==> src/mrlh_map.svh <==
// register offsets, field positions and reset values of the mode, reset and limp home controller
// assumes a 32-bit AXI4-Lite data path, one aligned word per register
`ifndef MRLH_MAP_SVH
`define MRLH_MAP_SVH

// ****************************************************************
// register byte offsets
// ****************************************************************
`define MRLH_OFS_CMD       8'h00
`define MRLH_OFS_CHAN      8'h04
`define MRLH_OFS_STATUS    8'h08
`define MRLH_OFS_IRQ_STAT  8'h0c
`define MRLH_OFS_IRQ_MASK  8'h10

// ****************************************************************
// command bits, written as one
// ****************************************************************
`define MRLH_CMD_WAKE      0
`define MRLH_CMD_STANDBY   1
`define MRLH_CMD_RESET     2

// ****************************************************************
// status word, also the standard diagnostic frame
// ****************************************************************
`define MRLH_ST_MODE_LSB   0
`define MRLH_ST_LIMP       3
`define MRLH_ST_UV         4
`define MRLH_ST_LOGIC_LOW  5
`define MRLH_ST_TER        7
`define MRLH_ST_CHAN_LSB   8

// ****************************************************************
// event bits of the interrupt status and mask
// ****************************************************************
`define MRLH_EV_RESET      0
`define MRLH_EV_LIMP_IN    1
`define MRLH_EV_LIMP_OUT   2
`define MRLH_EV_UV         3
`define MRLH_EV_W          4

// ****************************************************************
// channel positions and reset values
// ****************************************************************
`define MRLH_CH4_BIT       3
`define MRLH_CH5_BIT       4
`define MRLH_CHAN_RST      8'h00
`define MRLH_MASK_RST      4'h0
`define MRLH_TER_RST       1'b1
`define MRLH_RESP_OKAY     2'b00
`define MRLH_RESP_SLVERR   2'b10

`endif

==> src/mrlh_pkg.sv <==
// types shared by the mode, reset and limp home controller
// assumes the offsets and fields in mrlh_map.svh
package mrlh_pkg;

  // ****************************************************************
  // operating modes, one-hot
  // ****************************************************************
  typedef enum logic [2:0] {
    MODE_SLEEP  = 3'b001,
    MODE_NORMAL = 3'b010,
    MODE_LIMP   = 3'b100
  } mrlh_mode_e;

endpackage : mrlh_pkg

==> src/mrlh_sync.sv <==
// two flip-flop synchroniser for a group of unrelated pin levels
// assumes each bit is a slow level; no bit carries a word
`timescale 1ns/100ps

module mrlh_sync #(
  parameter int W = 1
) (
  input  wire logic         aclk,    // system clock
  input  wire logic         aresetn, // synchronous reset, active low
  input  wire logic [W-1:0] d,       // asynchronous levels
  output logic      [W-1:0] q        // synchronised levels
);

  logic [W-1:0] meta;

  // the first stage feeds the second stage only
  always_ff @(posedge aclk) begin
    if (!aresetn) begin
      meta <= '0;
      q    <= '0;
    end else begin
      meta <= d;
      q    <= meta;
    end
  end

endmodule : mrlh_sync

==> src/mrlh_ctrl.sv <==
// mode, reset and limp home controller of an eight-channel relay switch, AXI4-Lite register slave
// assumes supply monitors and the limp home and control pins arrive asynchronously
//
// The address map and register access over AXI4-Lite are this design's own decisions.
`timescale 1ns/100ps
`include "mrlh_map.svh"

module mrlh_ctrl #(
  parameter int ADDR_W = 8
) (
  input  wire logic              aclk,               // system clock, 250 MHz
  input  wire logic              aresetn,            // synchronous reset, active low
  input  wire logic [ADDR_W-1:0] awaddr,             // write address
  input  wire logic              awvalid,            // write address valid
  output logic                   awready,            // write address ready
  input  wire logic [31:0]       wdata,              // write data
  input  wire logic [3:0]        wstrb,              // write byte strobes
  input  wire logic              wvalid,             // write data valid
  output logic                   wready,             // write data ready
  output logic [1:0]             bresp,              // write response
  output logic                   bvalid,             // write response valid
  input  wire logic              bready,             // write response ready
  input  wire logic [ADDR_W-1:0] araddr,             // read address
  input  wire logic              arvalid,            // read address valid
  output logic                   arready,            // read address ready
  output logic [31:0]            rdata,              // read data
  output logic [1:0]             rresp,              // read response
  output logic                   rvalid,             // read data valid
  input  wire logic              rready,             // read data ready
  input  wire logic              battery_supply_ok,  // battery supply above undervoltage threshold
  input  wire logic              logic_supply_ok,    // logic supply above undervoltage threshold
  input  wire logic              limp_home_input,    // fail-safe request pin
  input  wire logic              ctrl_in1,           // control input pin one
  input  wire logic              ctrl_in2,           // control input pin two
  output logic [7:0]             channel_out,        // channel on commands, bit 0 is channel 1
  output logic [2:0]             mode,               // one-hot operating mode
  output logic                   transmission_error_flag, // a reset has happened
  output logic                   irq                 // level interrupt
);

  // ****************************************************************
  // parameter checks
  // ****************************************************************
  if (ADDR_W < 8) begin : g_addr_check
    $error("mrlh_ctrl: ADDR_W must be at least 8");
  end

  // ****************************************************************
  // pin synchronisers
  // ****************************************************************
  logic       batt_s;
  logic       logic_s;
  logic       limp_s;
  logic       in1_s;
  logic       in2_s;

  mrlh_sync #(
    .W (5)
  ) u_sync (
    .aclk    (aclk),
    .aresetn (aresetn),
    .d       ({ctrl_in2, ctrl_in1, limp_home_input, logic_supply_ok, battery_supply_ok}),
    .q       ({in2_s, in1_s, limp_s, logic_s, batt_s})
  );

  // ****************************************************************
  // functions
  // ****************************************************************
  // 0 = command, 1 = channels, 2 = status, 3 = irq status, 4 = irq mask, 7 = unmapped
  function automatic logic [2:0] reg_sel(input logic [ADDR_W-1:0] a);
    logic [7:0] lo;
    lo = a[7:0];
    // a shift instead of a part-select keeps the default eight-bit address legal
    if ((a >> 8) != '0) begin
      reg_sel = 3'h7;
    end else if (lo == `MRLH_OFS_CMD) begin
      reg_sel = 3'h0;
    end else if (lo == `MRLH_OFS_CHAN) begin
      reg_sel = 3'h1;
    end else if (lo == `MRLH_OFS_STATUS) begin
      reg_sel = 3'h2;
    end else if (lo == `MRLH_OFS_IRQ_STAT) begin
      reg_sel = 3'h3;
    end else if (lo == `MRLH_OFS_IRQ_MASK) begin
      reg_sel = 3'h4;
    end else begin
      reg_sel = 3'h7;
    end
  endfunction : reg_sel

  // ****************************************************************
  // state
  // ****************************************************************
  mrlh_pkg::mrlh_mode_e           cur_mode;
  mrlh_pkg::mrlh_mode_e           next_mode;
  logic [7:0]                     chan_cfg;
  logic [`MRLH_EV_W-1:0]          irq_stat;
  logic [`MRLH_EV_W-1:0]          irq_mask;
  logic                           uv_q;
  logic                           aw_full;
  logic                           w_full;
  logic [ADDR_W-1:0]              aw_addr;
  logic [31:0]                    w_data;
  logic [3:0]                     w_strb;

  // ****************************************************************
  // supply and bus qualification
  // ****************************************************************
  logic       uv;
  logic       uv_rise;
  logic       bus_ok;
  logic       wr_fire;
  logic       ar_fire;
  logic [2:0] wr_sel;
  logic [2:0] rd_sel;

  assign uv      = !batt_s;
  assign uv_rise = uv && !uv_q;
  // commands need the logic supply, no reset and no limp home
  assign bus_ok  = logic_s && !uv && (cur_mode != mrlh_pkg::MODE_LIMP);
  assign wr_fire = aw_full && w_full && !bvalid;
  assign ar_fire = arvalid && arready;
  assign wr_sel  = reg_sel(aw_addr);
  assign rd_sel  = reg_sel(araddr);

  // ****************************************************************
  // commands and reset sources
  // ****************************************************************
  logic cmd_wr;
  logic cmd_wake;
  logic standby_command_bit;
  logic cmd_rst;
  logic limp_entry;
  logic limp_exit;
  logic sleep_entry;
  logic any_reset;
  logic clr_regs;

  assign cmd_wr     = wr_fire && bus_ok && (wr_sel == 3'h0) && w_strb[0];
  assign cmd_wake   = cmd_wr && w_data[`MRLH_CMD_WAKE];
  assign standby_command_bit    = cmd_wr && w_data[`MRLH_CMD_STANDBY];
  assign cmd_rst    = cmd_wr && w_data[`MRLH_CMD_RESET];
  assign limp_entry = (next_mode == mrlh_pkg::MODE_LIMP) && (cur_mode != mrlh_pkg::MODE_LIMP);
  assign limp_exit  = (cur_mode == mrlh_pkg::MODE_LIMP) && (next_mode != mrlh_pkg::MODE_LIMP);
  assign sleep_entry = (next_mode == mrlh_pkg::MODE_SLEEP) && (cur_mode != mrlh_pkg::MODE_SLEEP);
  // each reset source fires once; a held undervoltage keeps the registers cleared below
  assign any_reset  = uv_rise || cmd_rst || limp_entry;
  // limp home holds the write registers at default for its whole span
  assign clr_regs   = uv || cmd_rst || sleep_entry ||
                      (next_mode == mrlh_pkg::MODE_LIMP);

  // ****************************************************************
  // mode machine
  // ****************************************************************
  always_comb begin
    next_mode = cur_mode;
    case (cur_mode)
      mrlh_pkg::MODE_SLEEP: begin
        if (limp_s) begin
          next_mode = mrlh_pkg::MODE_LIMP;
        end else if (cmd_wake) begin
          next_mode = mrlh_pkg::MODE_NORMAL;
        end
      end
      mrlh_pkg::MODE_NORMAL: begin
        if (limp_s) begin
          next_mode = mrlh_pkg::MODE_LIMP;
        end else if (standby_command_bit) begin
          next_mode = mrlh_pkg::MODE_SLEEP;
        end
      end
      mrlh_pkg::MODE_LIMP: begin
        // no logic supply term here: limp home runs on the battery alone
        if (!limp_s) begin
          next_mode = mrlh_pkg::MODE_SLEEP;
        end
      end
      default: begin
        next_mode = mrlh_pkg::MODE_SLEEP;
      end
    endcase
    // undervoltage and the reset command leave the device in its power-on mode
    if (uv || cmd_rst) begin
      next_mode = mrlh_pkg::MODE_SLEEP;
    end
  end

  always_ff @(posedge aclk) begin
    if (!aresetn) begin
      cur_mode <= mrlh_pkg::MODE_SLEEP;
    end else begin
      cur_mode <= next_mode;
    end
  end

  always_ff @(posedge aclk) begin
    // the synchroniser shows undervoltage until it has filled; starting high hides that false onset
    if (!aresetn) begin
      uv_q <= 1'b1;
    end else begin
      uv_q <= uv;
    end
  end

  // ****************************************************************
  // write registers
  // ****************************************************************
  always_ff @(posedge aclk) begin
    if (!aresetn || clr_regs) begin
      chan_cfg <= `MRLH_CHAN_RST;
    end else if (wr_fire && bus_ok && (wr_sel == 3'h1) && w_strb[0]) begin
      chan_cfg <= w_data[7:0];
    end
  end

  always_ff @(posedge aclk) begin
    if (!aresetn || clr_regs) begin
      irq_mask <= `MRLH_MASK_RST;
    end else if (wr_fire && bus_ok && (wr_sel == 3'h4) && w_strb[0]) begin
      irq_mask <= w_data[`MRLH_EV_W-1:0];
    end
  end

  // ****************************************************************
  // sticky events, cleared by writing one; a new event wins
  // ****************************************************************
  logic [`MRLH_EV_W-1:0] ev;
  logic [`MRLH_EV_W-1:0] ev_clr;

  assign ev = {uv_rise, limp_exit, limp_entry, any_reset};
  // clearing is a bus write gated by the logic supply alone, so it stays possible in limp home and undervoltage
  assign ev_clr = (wr_fire && logic_s && (wr_sel == 3'h3) && w_strb[0]) ?
                  w_data[`MRLH_EV_W-1:0] : '0;

  always_ff @(posedge aclk) begin
    if (!aresetn) begin
      irq_stat <= '0;
    end else begin
      irq_stat <= (irq_stat & ~ev_clr) | ev;
    end
  end

  always_ff @(posedge aclk) begin
    if (!aresetn) begin
      irq <= 1'b0;
    end else begin
      irq <= |(irq_stat & irq_mask);
    end
  end

  // ****************************************************************
  // transmission error flag, cleared by reading the status word
  // ****************************************************************
  logic ter_clr;

  assign ter_clr = ar_fire && (rd_sel == 3'h2) && !uv && logic_s;

  always_ff @(posedge aclk) begin
    if (!aresetn) begin
      transmission_error_flag <= `MRLH_TER_RST;
    end else if (any_reset || uv) begin
      transmission_error_flag <= 1'b1;
    end else if (ter_clr) begin
      transmission_error_flag <= 1'b0;
    end
  end

  // ****************************************************************
  // channel drive
  // ****************************************************************
  always_ff @(posedge aclk) begin
    if (!aresetn || uv || cmd_rst) begin
      channel_out <= 8'h00;
    end else begin
      channel_out <= 8'h00;
      case (next_mode)
        mrlh_pkg::MODE_NORMAL: begin
          // independent of the logic supply, so cranking and a lost port keep the state
          channel_out <= chan_cfg;
        end
        mrlh_pkg::MODE_LIMP: begin
          channel_out[`MRLH_CH4_BIT] <= in1_s;
          channel_out[`MRLH_CH5_BIT] <= in2_s;
        end
        default: begin
          channel_out <= 8'h00;
        end
      endcase
    end
  end

  always_ff @(posedge aclk) begin
    if (!aresetn) begin
      mode <= mrlh_pkg::MODE_SLEEP;
    end else begin
      mode <= next_mode;
    end
  end

  // ****************************************************************
  // status word, which is also the diagnostic frame
  // ****************************************************************
  logic [31:0] status_word;

  always_comb begin
    status_word = 32'h0000_0000;
    status_word[`MRLH_ST_MODE_LSB +: 3] = cur_mode;
    status_word[`MRLH_ST_LIMP]          = limp_s;
    status_word[`MRLH_ST_UV]            = uv;
    status_word[`MRLH_ST_LOGIC_LOW]     = !logic_s;
    status_word[`MRLH_ST_TER]           = transmission_error_flag || uv;
    status_word[`MRLH_ST_CHAN_LSB +: 8] = channel_out;
  end

  // ****************************************************************
  // AXI4-Lite write channels
  // ****************************************************************
  always_ff @(posedge aclk) begin
    if (!aresetn) begin
      awready <= 1'b1;
      aw_full <= 1'b0;
      aw_addr <= '0;
    end else if (awvalid && awready) begin
      awready <= 1'b0;
      aw_full <= 1'b1;
      aw_addr <= awaddr;
    end else if (wr_fire) begin
      aw_full <= 1'b0;
    end else if (bvalid && bready) begin
      awready <= 1'b1;
    end
  end

  always_ff @(posedge aclk) begin
    if (!aresetn) begin
      wready <= 1'b1;
      w_full <= 1'b0;
      w_data <= 32'h0000_0000;
      w_strb <= 4'h0;
    end else if (wvalid && wready) begin
      wready <= 1'b0;
      w_full <= 1'b1;
      w_data <= wdata;
      w_strb <= wstrb;
    end else if (wr_fire) begin
      w_full <= 1'b0;
    end else if (bvalid && bready) begin
      wready <= 1'b1;
    end
  end

  // writes that are dropped for supply or limp home still answer okay
  always_ff @(posedge aclk) begin
    if (!aresetn) begin
      bvalid <= 1'b0;
      bresp  <= `MRLH_RESP_OKAY;
    end else if (wr_fire) begin
      bvalid <= 1'b1;
      bresp  <= (wr_sel == 3'h7 || wr_sel == 3'h2) ? `MRLH_RESP_SLVERR : `MRLH_RESP_OKAY;
    end else if (bvalid && bready) begin
      bvalid <= 1'b0;
    end
  end

  // ****************************************************************
  // AXI4-Lite read channels
  // ****************************************************************
  always_ff @(posedge aclk) begin
    if (!aresetn) begin
      arready <= 1'b1;
    end else if (ar_fire) begin
      arready <= 1'b0;
    end else if (rvalid && rready) begin
      arready <= 1'b1;
    end
  end

  always_ff @(posedge aclk) begin
    if (!aresetn) begin
      rvalid <= 1'b0;
      rdata  <= 32'h0000_0000;
      rresp  <= `MRLH_RESP_OKAY;
    end else if (ar_fire) begin
      rvalid <= 1'b1;
      rresp  <= `MRLH_RESP_OKAY;
      if (uv || !logic_s) begin
        rdata <= status_word;
      end else if (rd_sel == 3'h1) begin
        rdata <= {24'h00_0000, chan_cfg};
      end else if (rd_sel == 3'h2) begin
        rdata <= status_word;
      end else if (rd_sel == 3'h3) begin
        rdata <= {{(32-`MRLH_EV_W){1'b0}}, irq_stat};
      end else if (rd_sel == 3'h4) begin
        rdata <= {{(32-`MRLH_EV_W){1'b0}}, irq_mask};
      end else if (rd_sel == 3'h0) begin
        rdata <= 32'h0000_0000;
      end else begin
        rdata <= 32'h0000_0000;
        rresp <= `MRLH_RESP_SLVERR;
      end
    end else if (rvalid && rready) begin
      rvalid <= 1'b0;
    end
  end

endmodule : mrlh_ctrl

==> config.mk <==
export PLATFORM = sky130hd
export DESIGN_NAME = mrlh_ctrl
export DESIGN_NICKNAME = d
export VERILOG_FILES = /design/src/mrlh_pkg.sv /design/src/mrlh_sync.sv /design/src/mrlh_ctrl.sv
export VERILOG_INCLUDE_DIRS = /design/src
export SDC_FILE = /design/constraint.sdc
export NUM_CORES = 1
export LEC_CHECK = 0
export BUFFER_PORTS_ARGS = -buffer_cell sky130_fd_sc_hd__buf_4
export CAP_MARGIN = 15
export CORE_ASPECT_RATIO = 1.5
export CORE_MARGIN = 5
export CORE_UTILIZATION = 53
export CTS_CLUSTER_SIZE = 8
export DETAILED_ROUTE_END_ITERATION = 6
export GPL_TIMING_DRIVEN = 0
export HOLD_SLACK_MARGIN = 0.02
export PLACE_DENSITY = 0.84
export SKIP_LAST_GASP = 1
export SLEW_MARGIN = 20
export SYNTH_ARGS = -nofsm -noshare
export SYNTH_HDL_FRONTEND = slang
export SYNTH_HIERARCHICAL = 1
export SYNTH_SLANG_ARGS = --single-unit
==> constraint.sdc <==
create_clock -name aclk -period 3.3 [get_ports aclk]
set_clock_uncertainty 0.05 [all_clocks]
set_input_delay 0 -clock aclk [delete_from_list [all_inputs] [get_ports aclk]]
set_output_delay 0 -clock aclk [all_outputs]
set_load 0.05 [all_outputs]
==> summary.md, run 1 <==
| Metric | Value |
|---|---|
| Routed WL | `8648 um` |
| Clock latency at the later pin of the worst-skew pair | `0.35 ns` |
| Clock tree sinks | `82` |
| Final HPWL DP | `6264 um` |
| Post-synth EDFFs | `0` |
| Post-DRT Antenna Nets | `0` |
| Critical Path RT | `3.49 ns` |
| Avg WL per Cell | `15.07 um` |
| Max-Cap Viols | `0` |
| Grt ovf | `0` |
| Syn avg cell area | `9.381 um^2` |
| CTS Hold Buffers Added | `32` |
| Power Density | `429.5 nW/um^2` |
| Critical path type | `flip-flop to flip-flop` |
| Clock Path Buffers | `2` |
| Actual slew at the worst max-slew pin | `0.7283 ns` |
| Net Switching | `0.5421 mW` |
| Vias in the first global route | `between 2000 and 3000` |
| Fill cells | `445` |
| CP max FO | `10` |
| Sequential fraction of the synthesis area | `0.4808` |
| VDD IR max | `0.3135 mV` |
| CP cell instances | `clkdlybuf4s15_1, nand2_1, nor4_4, a31oi_1, a211o_1, a211oi_2, buf_6, nor3b_1` |
| Place WS | `0.8627 ns` |
| 1st-pass router iterations | `4` |
| Row count | `35` |
| Final GP Congestion | `between 0.8 and 0.9` |
| Number of remaining DRC errors | `0` |
| Fin worst setup slack | `0.8223 ns` |
| RSZ-0062 raised after global routing | `false` |
| Overall power | `1.976 mW` |
| Period utilization | `0.7508` |
| Final hold violation count | `0` |
| Setup TNS Final | `0 ns` |
| Final Slew Violations | `0` |
| Fin area | `4601 um^2` |
| H-tree levels | `3` |
| # port buffers | `72` |
| Outcome | `complete, no violations` |
| Fraction of layout cells with a size suffix above 1 | `0.2360` |
| Switching share of power | `0.2744` |
| Top cell family by delay on the critical path | `compound AO/OA/AOI/OAI gates` |
| Comb power frac | `0.153` |
| Root buffer cell | `clkbuf_8` |
| Synthesized flop and latch total | `82` |
| Synthesis-to-layout area growth | `34.74%` |
| Register cell area after layout | `1642 um^2` |
| Highest-delay cell along the critical path | `clkdlybuf4s15_1` |
| Placed insts | `527` |
| Top_reg_cell synth | `dfxtp_1` |
| Die W | `about 76 um` |
| CTS clk-pin slew, worst paths | `0.08 ns` |
| Final worst path period need | `2.478 ns` |
| Hold_ws | `0.06776 ns` |
| Warnings, synthesis | `6` |
| Via count | `around 3000` |
| Largest net degree at the start of global routing | `17` |
| Post-Synthesis Cells | `between 300 and 400` |
| Fmax | `about 0.40 GHz` |
| Slowest stage delay, CP | `0.35 ns` |
| Static leakage | `1.938 nW` |
| Total I/O pin count | `roughly 120` |
| Synthesized area | `3415 um^2` |
| Sequential share of power | `0.532` |
| WP buf/inv | `2` |
| Initial antenna violation count | `0` |
| Die H | `108.3 um` |
| NumNets Final | `560` |
| Post-CTS resize count | `0` |
| Clock Power Share | `0.315` |
| GRT Total Usage | `0.2257` |
| Rel. slew slack | `0.5100` |
| CP Capture Type | `flip-flop` |
| CTS tree | `built` |
| Post-route insts no fill | `574` |
| Crit path arrival time | `2.67 ns` |
| Core Util, Final | `0.7398` |
| Initial detailed-routing violation count | `301` |
| Final setup vio count | `0` |
| Core Region | `6218 um^2` |
| Dpl cell area | `slightly above 4000 um^2` |
| Synth cell types | `47` |
| Cell Int Power | `1.434 mW` |
| CP startpoint kind | `flip-flop` |
| Min-Delay Path Class | `input port to flip-flop` |
| Initial Util | `0.5491` |
| Die area | `8181 um^2` |
| Cts bufs inserted | `9` |
| Number of diodes | `0` |
| Multi-input logic area | `1628 um^2` |
| Vias per cell | `approximately 5.3` |
| First-pass GRT wire length | `between 10000 and 15000 um` |
| Setup Buffers After CTS | `0` |
| Share of flip-flops with an asynchronous set or reset | `0` |
[path summary, 6_finish.rpt]
kind                 end      startpoint  cells after the start  slack (ns)
max          irq_mask[0]     u_sync/q[0]                      8        0.82
min             rresp[1]       araddr[2]                      5        0.07
max reg2reg  irq_mask[0]     u_sync/q[0]                      8        0.82
min reg2reg  u_sync/q[3]  u_sync/meta[3]                      1        0.38
[cells in the mapped netlist (all sizes together), types with 6 or more instances]
master	n	area (um^2)
dfxtp	82	1642
nand2	56	210.2
a21boi	23	172.7
and2	21	132.6
buf	19	146.4
o21ai	17	85.08
nor3b	16	125.1
a21oi	15	75.07
nor2b	14	87.58
mux2i	12	120.1
a22oi	11	82.58
clkbuf	10	37.54
nor2	10	37.54
a31oi	6	50.04
nand2b	6	37.54
[cells in the final DEF (no fill, tap or decap), types with 2 or more instances in the layout]
cell,count
a21boi_0,23
a21oi_1,15
a221oi_1,2
a22o_1,3
a22oi_1,11
a31oi_1,4
a31oi_2,2
and2_1,20
buf_4,90
clkbuf_1,10
clkbuf_8,10
clkinv_2,3
conb_1,18
dfxtp_1,82
dlygate4sd3_1,32
inv_1,4
mux2i_1,12
nand2_1,56
nand2b_1,6
nand3_1,2
nand4b_1,2
nor2_1,10
nor2b_1,14
nor3_1,4
nor3b_1,15
nor4_1,2
o211ai_1,4
o21ai_0,17
o221ai_1,3
xnor2_1,2
[metal layers]
layer  vias up  track usage  wire length (um)
li1       1504            -                 -
met2       109       0.3888              4518
met5         -            0                 0
met4         0       0.1413               418
met3        26      0.04558               575
met1      1402       0.2430              3136
[kinds of logic after synthesis]
| kind of cell | synth area share |
|---|---|
| AO/OA/AOI/OAI | 0.1788 |
| XOR/XNOR | 0.005131 |
| buffers and inverters | 0.06119 |
| flip-flops | 0.4808 |
| multiplexers | 0.03518 |
| other | 0.001098 |
| AND/OR/NAND/NOR | 0.2378 |
[area by class of cell]
class,instances,area share
Clock inverter,5,0.006799
Timing Repair Buffer,104,0.1871
Multi-Input combinational cell,265,0.3538
Sequential cell,82,0.3568
Tap cell,74,0.02013
Clock buffer,10,0.02992
Inverter,4,0.003264
Buffer,30,0.04215
[power by group through the flow]
stage	logic (mW)	clock network (mW)	registers, mW
finish	0.302	0.623	1.05
global route	0.325	0.677	1.06
CTS	0.299	0.636	1.05
detailed placement	0.268	0	1.07
global placement	0.264	0	1.07
floorplan	0.145	0	1.11
[flip-flops by register name (all words and copies together), names as in the netlist, 3 cells and up]
register,cells
rdata,16
u_sync/meta,5
aw_addr,8
mode,3
irq_stat,4
irq_mask,4
w_data,8
channel_out,8
chan_cfg,8
u_sync/q,5
[worst min-delay path: stages]
cell	delay, ns
buf_4	0.12
o21ai_0	0.08
nand2_1	0.06
a22oi_1	0.06
nor2b_1	0.11
Power figures use the tool's default switching activity.
==> inputs of run 2 (changes only) <==
--- a/config.mk
+++ b/config.mk
@@ -6,16 +6,17 @@
 export SDC_FILE = /design/constraint.sdc
 export NUM_CORES = 1
 export LEC_CHECK = 0
+export ABC_AREA = 1
 export BUFFER_PORTS_ARGS = -buffer_cell sky130_fd_sc_hd__buf_4
 export CAP_MARGIN = 15
 export CORE_ASPECT_RATIO = 1.5
 export CORE_MARGIN = 5
-export CORE_UTILIZATION = 53
+export CORE_UTILIZATION = 50
 export CTS_CLUSTER_SIZE = 8
 export DETAILED_ROUTE_END_ITERATION = 6
 export GPL_TIMING_DRIVEN = 0
 export HOLD_SLACK_MARGIN = 0.02
-export PLACE_DENSITY = 0.84
+export PLACE_DENSITY = 0.8
 export SKIP_LAST_GASP = 1
 export SLEW_MARGIN = 20
 export SYNTH_ARGS = -nofsm -noshare
==> constraint.sdc (replaced) <==
create_clock -name aclk -period 2.3 [get_ports aclk]
set_clock_uncertainty 0.05 [all_clocks]
set_input_delay 0 -clock aclk [delete_from_list [all_inputs] [get_ports aclk]]
set_output_delay 0 -clock aclk [all_outputs]
set_load 0.05 [all_outputs]
==> run 2 against run 1 <==
Net effect:
- die area up 6.0%
- setup slack worse by 0.43 ns
- via count grew 12%
- final area up 1.0%
- sequential share of layout area shrank 0.37 points
- global-route usage shrank 1.7 points
- sequential power grew 45%
- register-to-register slack worse by 0.40 ns
- non-clock buffer count grew 2
- clock power increased by 50%
- synthesized area rose by 0.70%
- utilization is 5.7 points lower
- critical path type is now input port to flip-flop
- largest power group unchanged
==> summary.md, run 2 <==
| Metric | Value |
|---|---|
| Outcome | `complete, no violations (unchanged)` |
| Setup TNS Final | `0 ns (unchanged)` |
| Synthesized area | `3438 um^2 (was 3415 um^2)` |
| Row count | `37 (was 35)` |
| Comb power frac | `0.168 (was 0.153)` |
| Setup Buffers After CTS | `0 (unchanged)` |
| Period utilization | `0.8315` |
| Number of remaining DRC errors | `0 (unchanged)` |
| Share of flip-flops with an asynchronous set or reset | `0 (unchanged)` |
| Top cell type's share of synthesized area | `0.4774 (was 0.4808)` |
| Core Util, Final | `0.6830 (was 0.7398)` |
| Min-Delay Path Class | `input port to flip-flop (unchanged)` |
| Grt ovf | `0 (unchanged)` |
| Actual slew at the worst max-slew pin | `0.6908 ns (was 0.7283 ns)` |
| Post-synth EDFFs | `0 (unchanged)` |
| Fill cells | `591 (was 445)` |
| CP cell instances | `dlygate4sd3_1, buf_4, nor3_1, dlygate4sd3_1, nand3_1, dlygate4sd3_1, nand3b_1, a21oi_1 (was clkdlybuf4s15_1, nand2_1, nor4_4, a31oi_1, a211o_1, a211oi_2, buf_6, nor3b_1)` |
| RSZ-0062 raised after global routing | `false (unchanged)` |
| Clock Path Buffers | `2 (unchanged)` |
| Clock Power Share | `0.316 (was 0.315)` |
| VDD IR max | `0.4640 mV (was 0.3135 mV)` |
| Syn avg cell area | `7.410 um^2 (was 9.381 um^2)` |
| Post-DRT Antenna Nets | `0 (unchanged)` |
| Final hold violation count | `0 (unchanged)` |
| CP startpoint kind | `input port (was flip-flop)` |
| Highest-delay cell along the critical path | `dlygate4sd3_1 (was clkdlybuf4s15_1)` |
| Power Density | `635.1 nW/um^2 (was 429.5 nW/um^2)` |
| Fraction of layout cells with a size suffix above 1 | `0.2027 (was 0.2360)` |
| Top cell type by total area after synthesis | `dfxtp_1 (unchanged)` |
| WP buf/inv | `4 (was 2)` |
| H-tree levels | `3 (unchanged)` |
| Die W | `77.71 um (was 75.54 um)` |
| Rel. slew slack | `0.5352 (was 0.5100)` |
| Warnings, synthesis | `6 (unchanged)` |
| Sequential share of power | `0.516 (was 0.532)` |
| Switching share of power | `0.3014 (was 0.2744)` |
| # port buffers | `72 (unchanged)` |
| Via count | `3391 (was 3041)` |
| Clock tree sinks | `82 (unchanged)` |
| Core Region | `6805 um^2 (was 6218 um^2)` |
| Initial Util | `0.5052 (was 0.5491)` |
| Placed insts | `631 (was 527)` |
| Synth top cells by count | `dfxtp_1 (82), nand2_1 (78), nor2_1 (66), inv_1 (55), a21oi_1 (40) (was dfxtp_1 (82), nand2_1 (56), a21boi_0 (23), and2_1 (20), buf_4 (18))` |
| Fin area | `4648 um^2 (was 4601 um^2)` |
| CTS tree | `built (unchanged)` |
| Critical Path RT | `2.50 ns (was 3.49 ns)` |
| Synthesis-to-layout area growth | `35.19% (was 34.74%)` |
| Top_reg_cell synth | `dfxtp_1 (unchanged)` |
| Final Slew Violations | `0 (unchanged)` |
| Sequential fraction of the synthesis area | `0.4774 (was 0.4808)` |
| Critical path type | `input port to flip-flop (was flip-flop to flip-flop)` |
| Reg with most FFs | `rdata (unchanged)` |
| Fmax | `approximately 0.52 GHz` |
| Max FFs per register | `16 (unchanged)` |
| CP most frequent cell | `dlygate4sd3_1` |
| Final GP Congestion | `0.9240 (was 0.8608)` |
| Cts bufs inserted | `9 (unchanged)` |
| Routed WL | `8774 um (was 8648 um)` |
| Overall power | `2.952 mW (was 1.976 mW)` |
| Initial detailed-routing violation count | `210 (was 301)` |
| CP Capture Type | `flip-flop (unchanged)` |
| Root buffer cell | `clkbuf_8 (unchanged)` |
| Vias in the first global route | `3243 (was 2994)` |
| Final setup vio count | `0 (unchanged)` |
| Final HPWL DP | `6579 um (was 6264 um)` |
| Max-Cap Viols | `0 (unchanged)` |
| CTS Hold Buffers Added | `33 (was 32)` |
| NumNets Final | `661 (was 560)` |
| Total I/O pin count | `118 (unchanged)` |
| Crit path arrival time | `2.12 ns (was 2.67 ns)` |
| Avg WL per Cell | `12.90 um (was 15.07 um)` |
| Static leakage | `2.107 nW (was 1.938 nW)` |
| Dpl cell area | `4140 um^2 (was 4111 um^2)` |
| Vias per cell | `4.987 (was 5.298)` |
| Slowest stage delay, CP | `0.56 ns (was 0.35 ns)` |
| Post-CTS resize count | `0 (unchanged)` |
| Synthesized flop and latch total | `82 (unchanged)` |
| Top cells by area, synth | `dfxtp_1 (48%), nand2_1 (8.5%), nor2_1 (7.2%) (was dfxtp_1 (48%), nand2_1 (6.2%), a21boi_0 (5.1%))` |
| First-pass GRT wire length | `14340 um (was 14080 um)` |
| Post-Synthesis Cells | `464 (was 364)` |
| GRT Total Usage | `0.2083 (was 0.2257)` |
| Net Switching | `0.8897 mW (was 0.5421 mW)` |
| 1st-pass router iterations | `5 (was 4)` |
| Most common cell in the synthesized netlist | `dfxtp_1 (unchanged)` |
| Most frequent cells in the layout | `buf_4 (92), dfxtp_1 (82), nand2_1 (78), nor2_1 (66), inv_1 (55) (was buf_4 (90), dfxtp_1 (82), nand2_1 (56), dlygate4sd3_1 (32), a21boi_0 (23))` |
| Post-route insts no fill | `680 (was 574)` |
| Initial antenna violation count | `0 (unchanged)` |
| Final worst path period need | `1.912 ns` |
| Synth cell types | `29 (was 47)` |
| Cell Int Power | `2.063 mW (was 1.434 mW)` |
| Die area | `8669 um^2 (was 8181 um^2)` |
| CTS clk-pin slew, worst paths | `0.09 ns (was 0.08 ns)` |
| Clock latency at the later pin of the worst-skew pair | `0.36 ns (was 0.35 ns)` |
| Most common cell after layout, fill and taps aside | `buf_4 (unchanged)` |
| Number of diodes | `0 (unchanged)` |
| CP max FO | `2 (was 10)` |
| Die H | `111.6 um (was 108.3 um)` |
| Largest net degree at the start of global routing | `16 (was 17)` |
| Top cell family by delay on the critical path | `buffers and inverters (was compound AO/OA/AOI/OAI gates)` |
==> run 2: changes by cell type in the layout (fill, tap and decap cells not counted), sizes merged, moves of 21 or more <==
cell / change
and2: -21
a21boi: -23
nand2: +25
nand3: +35
a21oi: +25
inv: +54
nor2: +59
o21ai: +25
==> run 2: cell type report <==
type                       count  area, um^2  share of cell area
sequential                    82        1642              0.3532
clock buffer                   9       123.9             0.02665
tap                           78       97.59             0.02100
multi-input combinational    312        1441              0.3101
inverter                      56       212.7             0.04576
clock inverter                 7       53.80             0.01157
buffer                        31       206.4             0.04441
timing repair buffer         105       870.8              0.1873
==> run 2: power by group through the flow <==
stage / clock network (mW) / registers [mW] / logic (mW)
5_1_grt: 1.02 / 1.53 / 0.543
3_5_place_dp: 0 / 1.55 / 0.450
3_3_place_gp: 0 / 1.55 / 0.443
4_1_cts: 0.952 / 1.52 / 0.494
6_report: 0.933 / 1.52 / 0.497
2_1_floorplan: 0 / 1.62 / 0.254
==> run 2: through the flow <==
stage,hold WS (ns),setup WS (ns)
6_report,0.04385,0.3875
5_1_grt,0.06242,0.3230
4_1_cts,0.02271,0.4191
3_5_place_dp,0.1334,0.4775
3_3_place_gp,0.1340,0.5070
2_1_floorplan,0.04763,0.4114
==> run 2: cells by family (layout without fill, tap and decap cells) <==
kind of cell           after synthesis  count (layout)  share of synthesized area
AOI/OAI and AO/OA                   89              89                     0.1339
buffers and inverters               87             208                     0.1219
DFF                                 82              82                     0.4774
other                                1              18                   0.001091
and+or+nand+nor                    205             205                     0.2656
==> run 2: final timing paths <==
kind | slack, ns | cells past startpoint | startpoint | endpoint
worst max-delay path | 0.39 | 8 | araddr[6] | rresp[1]
worst min register to register | 0.36 | 2 | u_sync/meta[3] | u_sync/q[3]
worst min-delay path | 0.04 | 6 | araddr[0] | rdata[2]
worst max register to register | 0.42 | 10 | mode[1] | chan_cfg[5]
==> run 2: per-layer routing <==
| metal | wire, um | share of wire | GRT usage |
|---|---|---|---|
| met1 | 3116 | 0.36 | 0.1931 |
| met5 | 0 | 0 | 0 |
| met2 | 4731 | 0.54 | 0.3815 |
| met4 | 333 | 0.038 | 0.1388 |
| met3 | 593 | 0.068 | 0.05906 |
==> run 2: tightest hold or removal path: stages <==
cell,delay [ns]
buf_4,0.08
nor4_1,0.07
nand3_1,0.07
nand3_1,0.07
nand2_1,0.06
a21oi_1,0.05
==> inputs of run 3 (changes only) <==
--- a/config.mk
+++ b/config.mk
@@ -11,12 +11,12 @@
 export CAP_MARGIN = 15
 export CORE_ASPECT_RATIO = 1.5
 export CORE_MARGIN = 5
-export CORE_UTILIZATION = 50
+export CORE_UTILIZATION = 45
 export CTS_CLUSTER_SIZE = 8
 export DETAILED_ROUTE_END_ITERATION = 6
 export GPL_TIMING_DRIVEN = 0
 export HOLD_SLACK_MARGIN = 0.02
-export PLACE_DENSITY = 0.8
+export PLACE_DENSITY = 0.76
 export SKIP_LAST_GASP = 1
 export SLEW_MARGIN = 20
 export SYNTH_ARGS = -nofsm -noshare
==> constraint.sdc (replaced) <==
create_clock -name aclk -period 1.6 [get_ports aclk]
set_clock_uncertainty 0.05 [all_clocks]
set_input_delay 0 -clock aclk [delete_from_list [all_inputs] [get_ports aclk]]
set_output_delay 0 -clock aclk [all_outputs]
set_load 0.05 [all_outputs]
==> run 3 against run 2 <==
Net effect:
- sequential share of layout area fell by 3.3 points
- die area is 9.9% higher
- flip-flop and latch count is the same
- the run now ends with negative setup slack left
- critical endpoint is now irq_mask[2]
- utilization is 0.40 points higher
==> summary.md, run 3 (synthesis gave the netlist of run 2 again) <==
| Metric | Value |
|---|---|
| Multi-input logic area | `1618 um^2 (was 1441 um^2)` |
| Via count | `3578 (was 3391)` |
| Initial detailed-routing violation count | `246 (was 210)` |
| Final hold violation count | `0 (unchanged)` |
| Crit path arrival time | `1.88 ns (was 2.12 ns)` |
| Final HPWL DP | `6888 um (was 6579 um)` |
| Actual slew at the worst max-slew pin | `0.7408 ns (was 0.6908 ns)` |
| Grt ovf | `0 (unchanged)` |
| Fill cells | `598 (was 591)` |
| Final setup vio count | `24 (was 0)` |
| Place WS | `-0.2532 ns (was 0.4775 ns)` |
| FF-to-FF Start | `aw_addr[4] (was mode[1])` |
| Fraction of layout cells with a size suffix above 1 | `0.3082 (was 0.2027)` |
| Die H | `117.1 um (was 111.6 um)` |
| Clock latency at the later pin of the worst-skew pair | `0.34 ns (was 0.36 ns)` |
| Period utilization | `1.059` |
| Synthesis-to-layout area growth | `51.13% (was 35.19%)` |
| Number of remaining DRC errors | `0 (unchanged)` |
| Overall power | `5.166 mW (was 2.952 mW)` |
| Root buffer cell | `clkbuf_16 (was clkbuf_8)` |
| Cts bufs inserted | `9 (unchanged)` |
| Static leakage | `2.321 nW (was 2.107 nW)` |
| 1st-pass router iterations | `5 (unchanged)` |
| Max-Cap Viols | `0 (unchanged)` |
| Fmax | `0.5903 GHz` |
| Most frequent cells in the layout | `buf_4 (111), nand2_1 (71), dfxtp_1 (71), inv_1 (51), nor2_1 (49) (was buf_4 (92), dfxtp_1 (82), nand2_1 (78), nor2_1 (66), inv_1 (55))` |
| GRT Total Usage | `0.2166 (was 0.2083)` |
| Reg2Reg Depth | `9 (was 10)` |
| Total I/O pin count | `118 (unchanged)` |
| Largest net degree at the start of global routing | `15 (was 16)` |
| Hold Path Sink | `rresp[1] (was rdata[2])` |
| VDD IR max | `0.6934 mV (was 0.4640 mV)` |
| H-tree levels | `3 (unchanged)` |
| Critical path type | `flip-flop to flip-flop (was input port to flip-flop)` |
| Avg WL per Cell | `14.05 um (was 12.90 um)` |
| Die W | `81.37 um (was 77.71 um)` |
| Vias per cell | `4.928 (was 4.987)` |
| # port buffers | `72 (unchanged)` |
| Clock Path Buffers | `2 (unchanged)` |
| Clock tree sinks | `82 (unchanged)` |
| Hold_ws | `0.03066 ns (was 0.04385 ns)` |
| Worst Hold Path Cells | `5 (was 6)` |
| R2R setup slack | `-0.09 ns (was 0.42 ns)` |
| Initial antenna violation count | `0 (unchanged)` |
| CTS clk-pin slew, worst paths | `0.06 ns (was 0.09 ns)` |
| RR Endpoint | `irq_mask[2] (was chan_cfg[5])` |
| Worst hold start | `araddr[6] (was araddr[0])` |
| CP startpoint kind | `flip-flop (was input port)` |
| Fin worst setup slack | `-0.09396 ns (was 0.3875 ns)` |
| Final Slew Violations | `0 (unchanged)` |
| Register cell area after layout | `1665 um^2 (was 1642 um^2)` |
| Row count | `39 (was 37)` |
| RSZ-0062 raised after global routing | `true (was false)` |
| Min-Delay Path Class | `input port to flip-flop (unchanged)` |
| Final worst path period need | `between 1.5 and 2 ns` |
| Final GP Congestion | `0.8707 (was 0.9240)` |
| Critical Path RT | `1.78 ns (was 2.50 ns)` |
| Most common cell after layout, fill and taps aside | `buf_4 (unchanged)` |
| Power Density | `994.2 nW/um^2 (was 635.1 nW/um^2)` |
| CP max FO | `5 (was 2)` |
| Die area | `9525 um^2 (was 8669 um^2)` |
| Vias in the first global route | `3480 (was 3243)` |
| Core Region | `7564 um^2 (was 6805 um^2)` |
| Max FFs per register | `16 (unchanged)` |
| Failing checks | `negative setup slack` |
| Outcome | `finished, violations left (was complete, no violations)` |
| Routed WL | `10200 um (was 8774 um)` |
| CP Capture Type | `flip-flop (unchanged)` |
| Reg with most FFs | `rdata (unchanged)` |
| CTS tree | `built (unchanged)` |
| Post-DRT Antenna Nets | `0 (unchanged)` |
| NumNets Final | `682 (was 661)` |
| Initial Util | `0.4546 (was 0.5052)` |
| Rel. slew slack | `0.5016 (was 0.5352)` |
| First-pass GRT wire length | `15550 um (was 14340 um)` |
[run 3: changes by cell type in the layout (fill, tap and decap cells not counted), moves of 8 or more]
cell / before / now
nor2_2: 1 / 9
nor2_1: 66 / 49
dfxtp_1: 82 / 71
clkbuf_16: 0 / 10
nor2_4: 2 / 11
clkbuf_8: 9 / 1
buf_4: 92 / 111
[run 3: cell type report]
type | count | area share
Inverter | 56 | 0.04093
Tap cell | 102 | 0.02456
Antenna cell | 1 | 0.0004816
Sequential cell | 82 | 0.3205
Timing Repair Buffer | 127 | 0.2008
Buffer | 30 | 0.03925
Multi-Input combinational cell | 312 | 0.3113
Clock inverter | 5 | 0.01132
Clock buffer | 11 | 0.05081
[run 3: worst max-delay path, stage by stage, from the launching register on]
cell	delay [ns]
dfxtp_1	0.33
nor2_2	0.15
nand2_4	0.09
nor2_4	0.17
nand4_1	0.22
nand2_2	0.17
nor3_2	0.05
nand3_2	0.13
buf_6	0.18
nor2_2	0.04
[run 3: through the flow]
step,instance area (um^2),util,std cells,TNS (ns)
CTS,4974,0.6576,715,-0.9839
floorplan,3513,-,481,0
global placement,4182,0.5529,655,-3.093
detailed placement,4182,0.5529,655,-4.979
global route,5194,0.6867,725,-3.642
finish,5196,0.6870,726,-1.519
[run 3: metal layers]
| layer | vias up | GRT usage | part of all wire |
|---|---|---|---|
| li1 | 1776 | - | - |
| met1 | 1617 | 0.2032 | 0.35 |
| met2 | 142 | 0.4113 | 0.54 |
| met3 | 43 | 0.04364 | 0.051 |
| met4 | 0 | 0.1432 | 0.059 |
| met5 | - | 0 | 0 |
[run 3: worst max-delay path by stage]
stage | from | endpoint | slack (ns) | cells after the start
global route | aw_addr[7] | irq_mask[2] | -0.18 | 9
global placement | aw_addr[6] | chan_cfg[6] | -0.17 | 9
CTS | mode[0] | chan_cfg[2] | -0.09 | 10
detailed placement | aw_addr[6] | chan_cfg[2] | -0.25 | 9
finish | aw_addr[4] | irq_mask[2] | -0.09 | 9
floorplan | bvalid | chan_cfg[4] | 0.001 | 9
[run 3: where the power goes]
part           switching (mW)  internal, mW
Clock                   0.820          1.35
Sequential             0.0705          2.13
Combinational           0.486         0.309
Total                    1.38          3.79
[run 3: timing repair]
action / in CTS / in global routing
hold endpoints to repair: 36 / 0
hold buffers: 30 / 0
cloned: 1 / 0
endpoints found under the setup margin: 27 / 28
pin swaps: 8 / 19
setup buffers: 13 / 11
resized for setup: 21 / 47
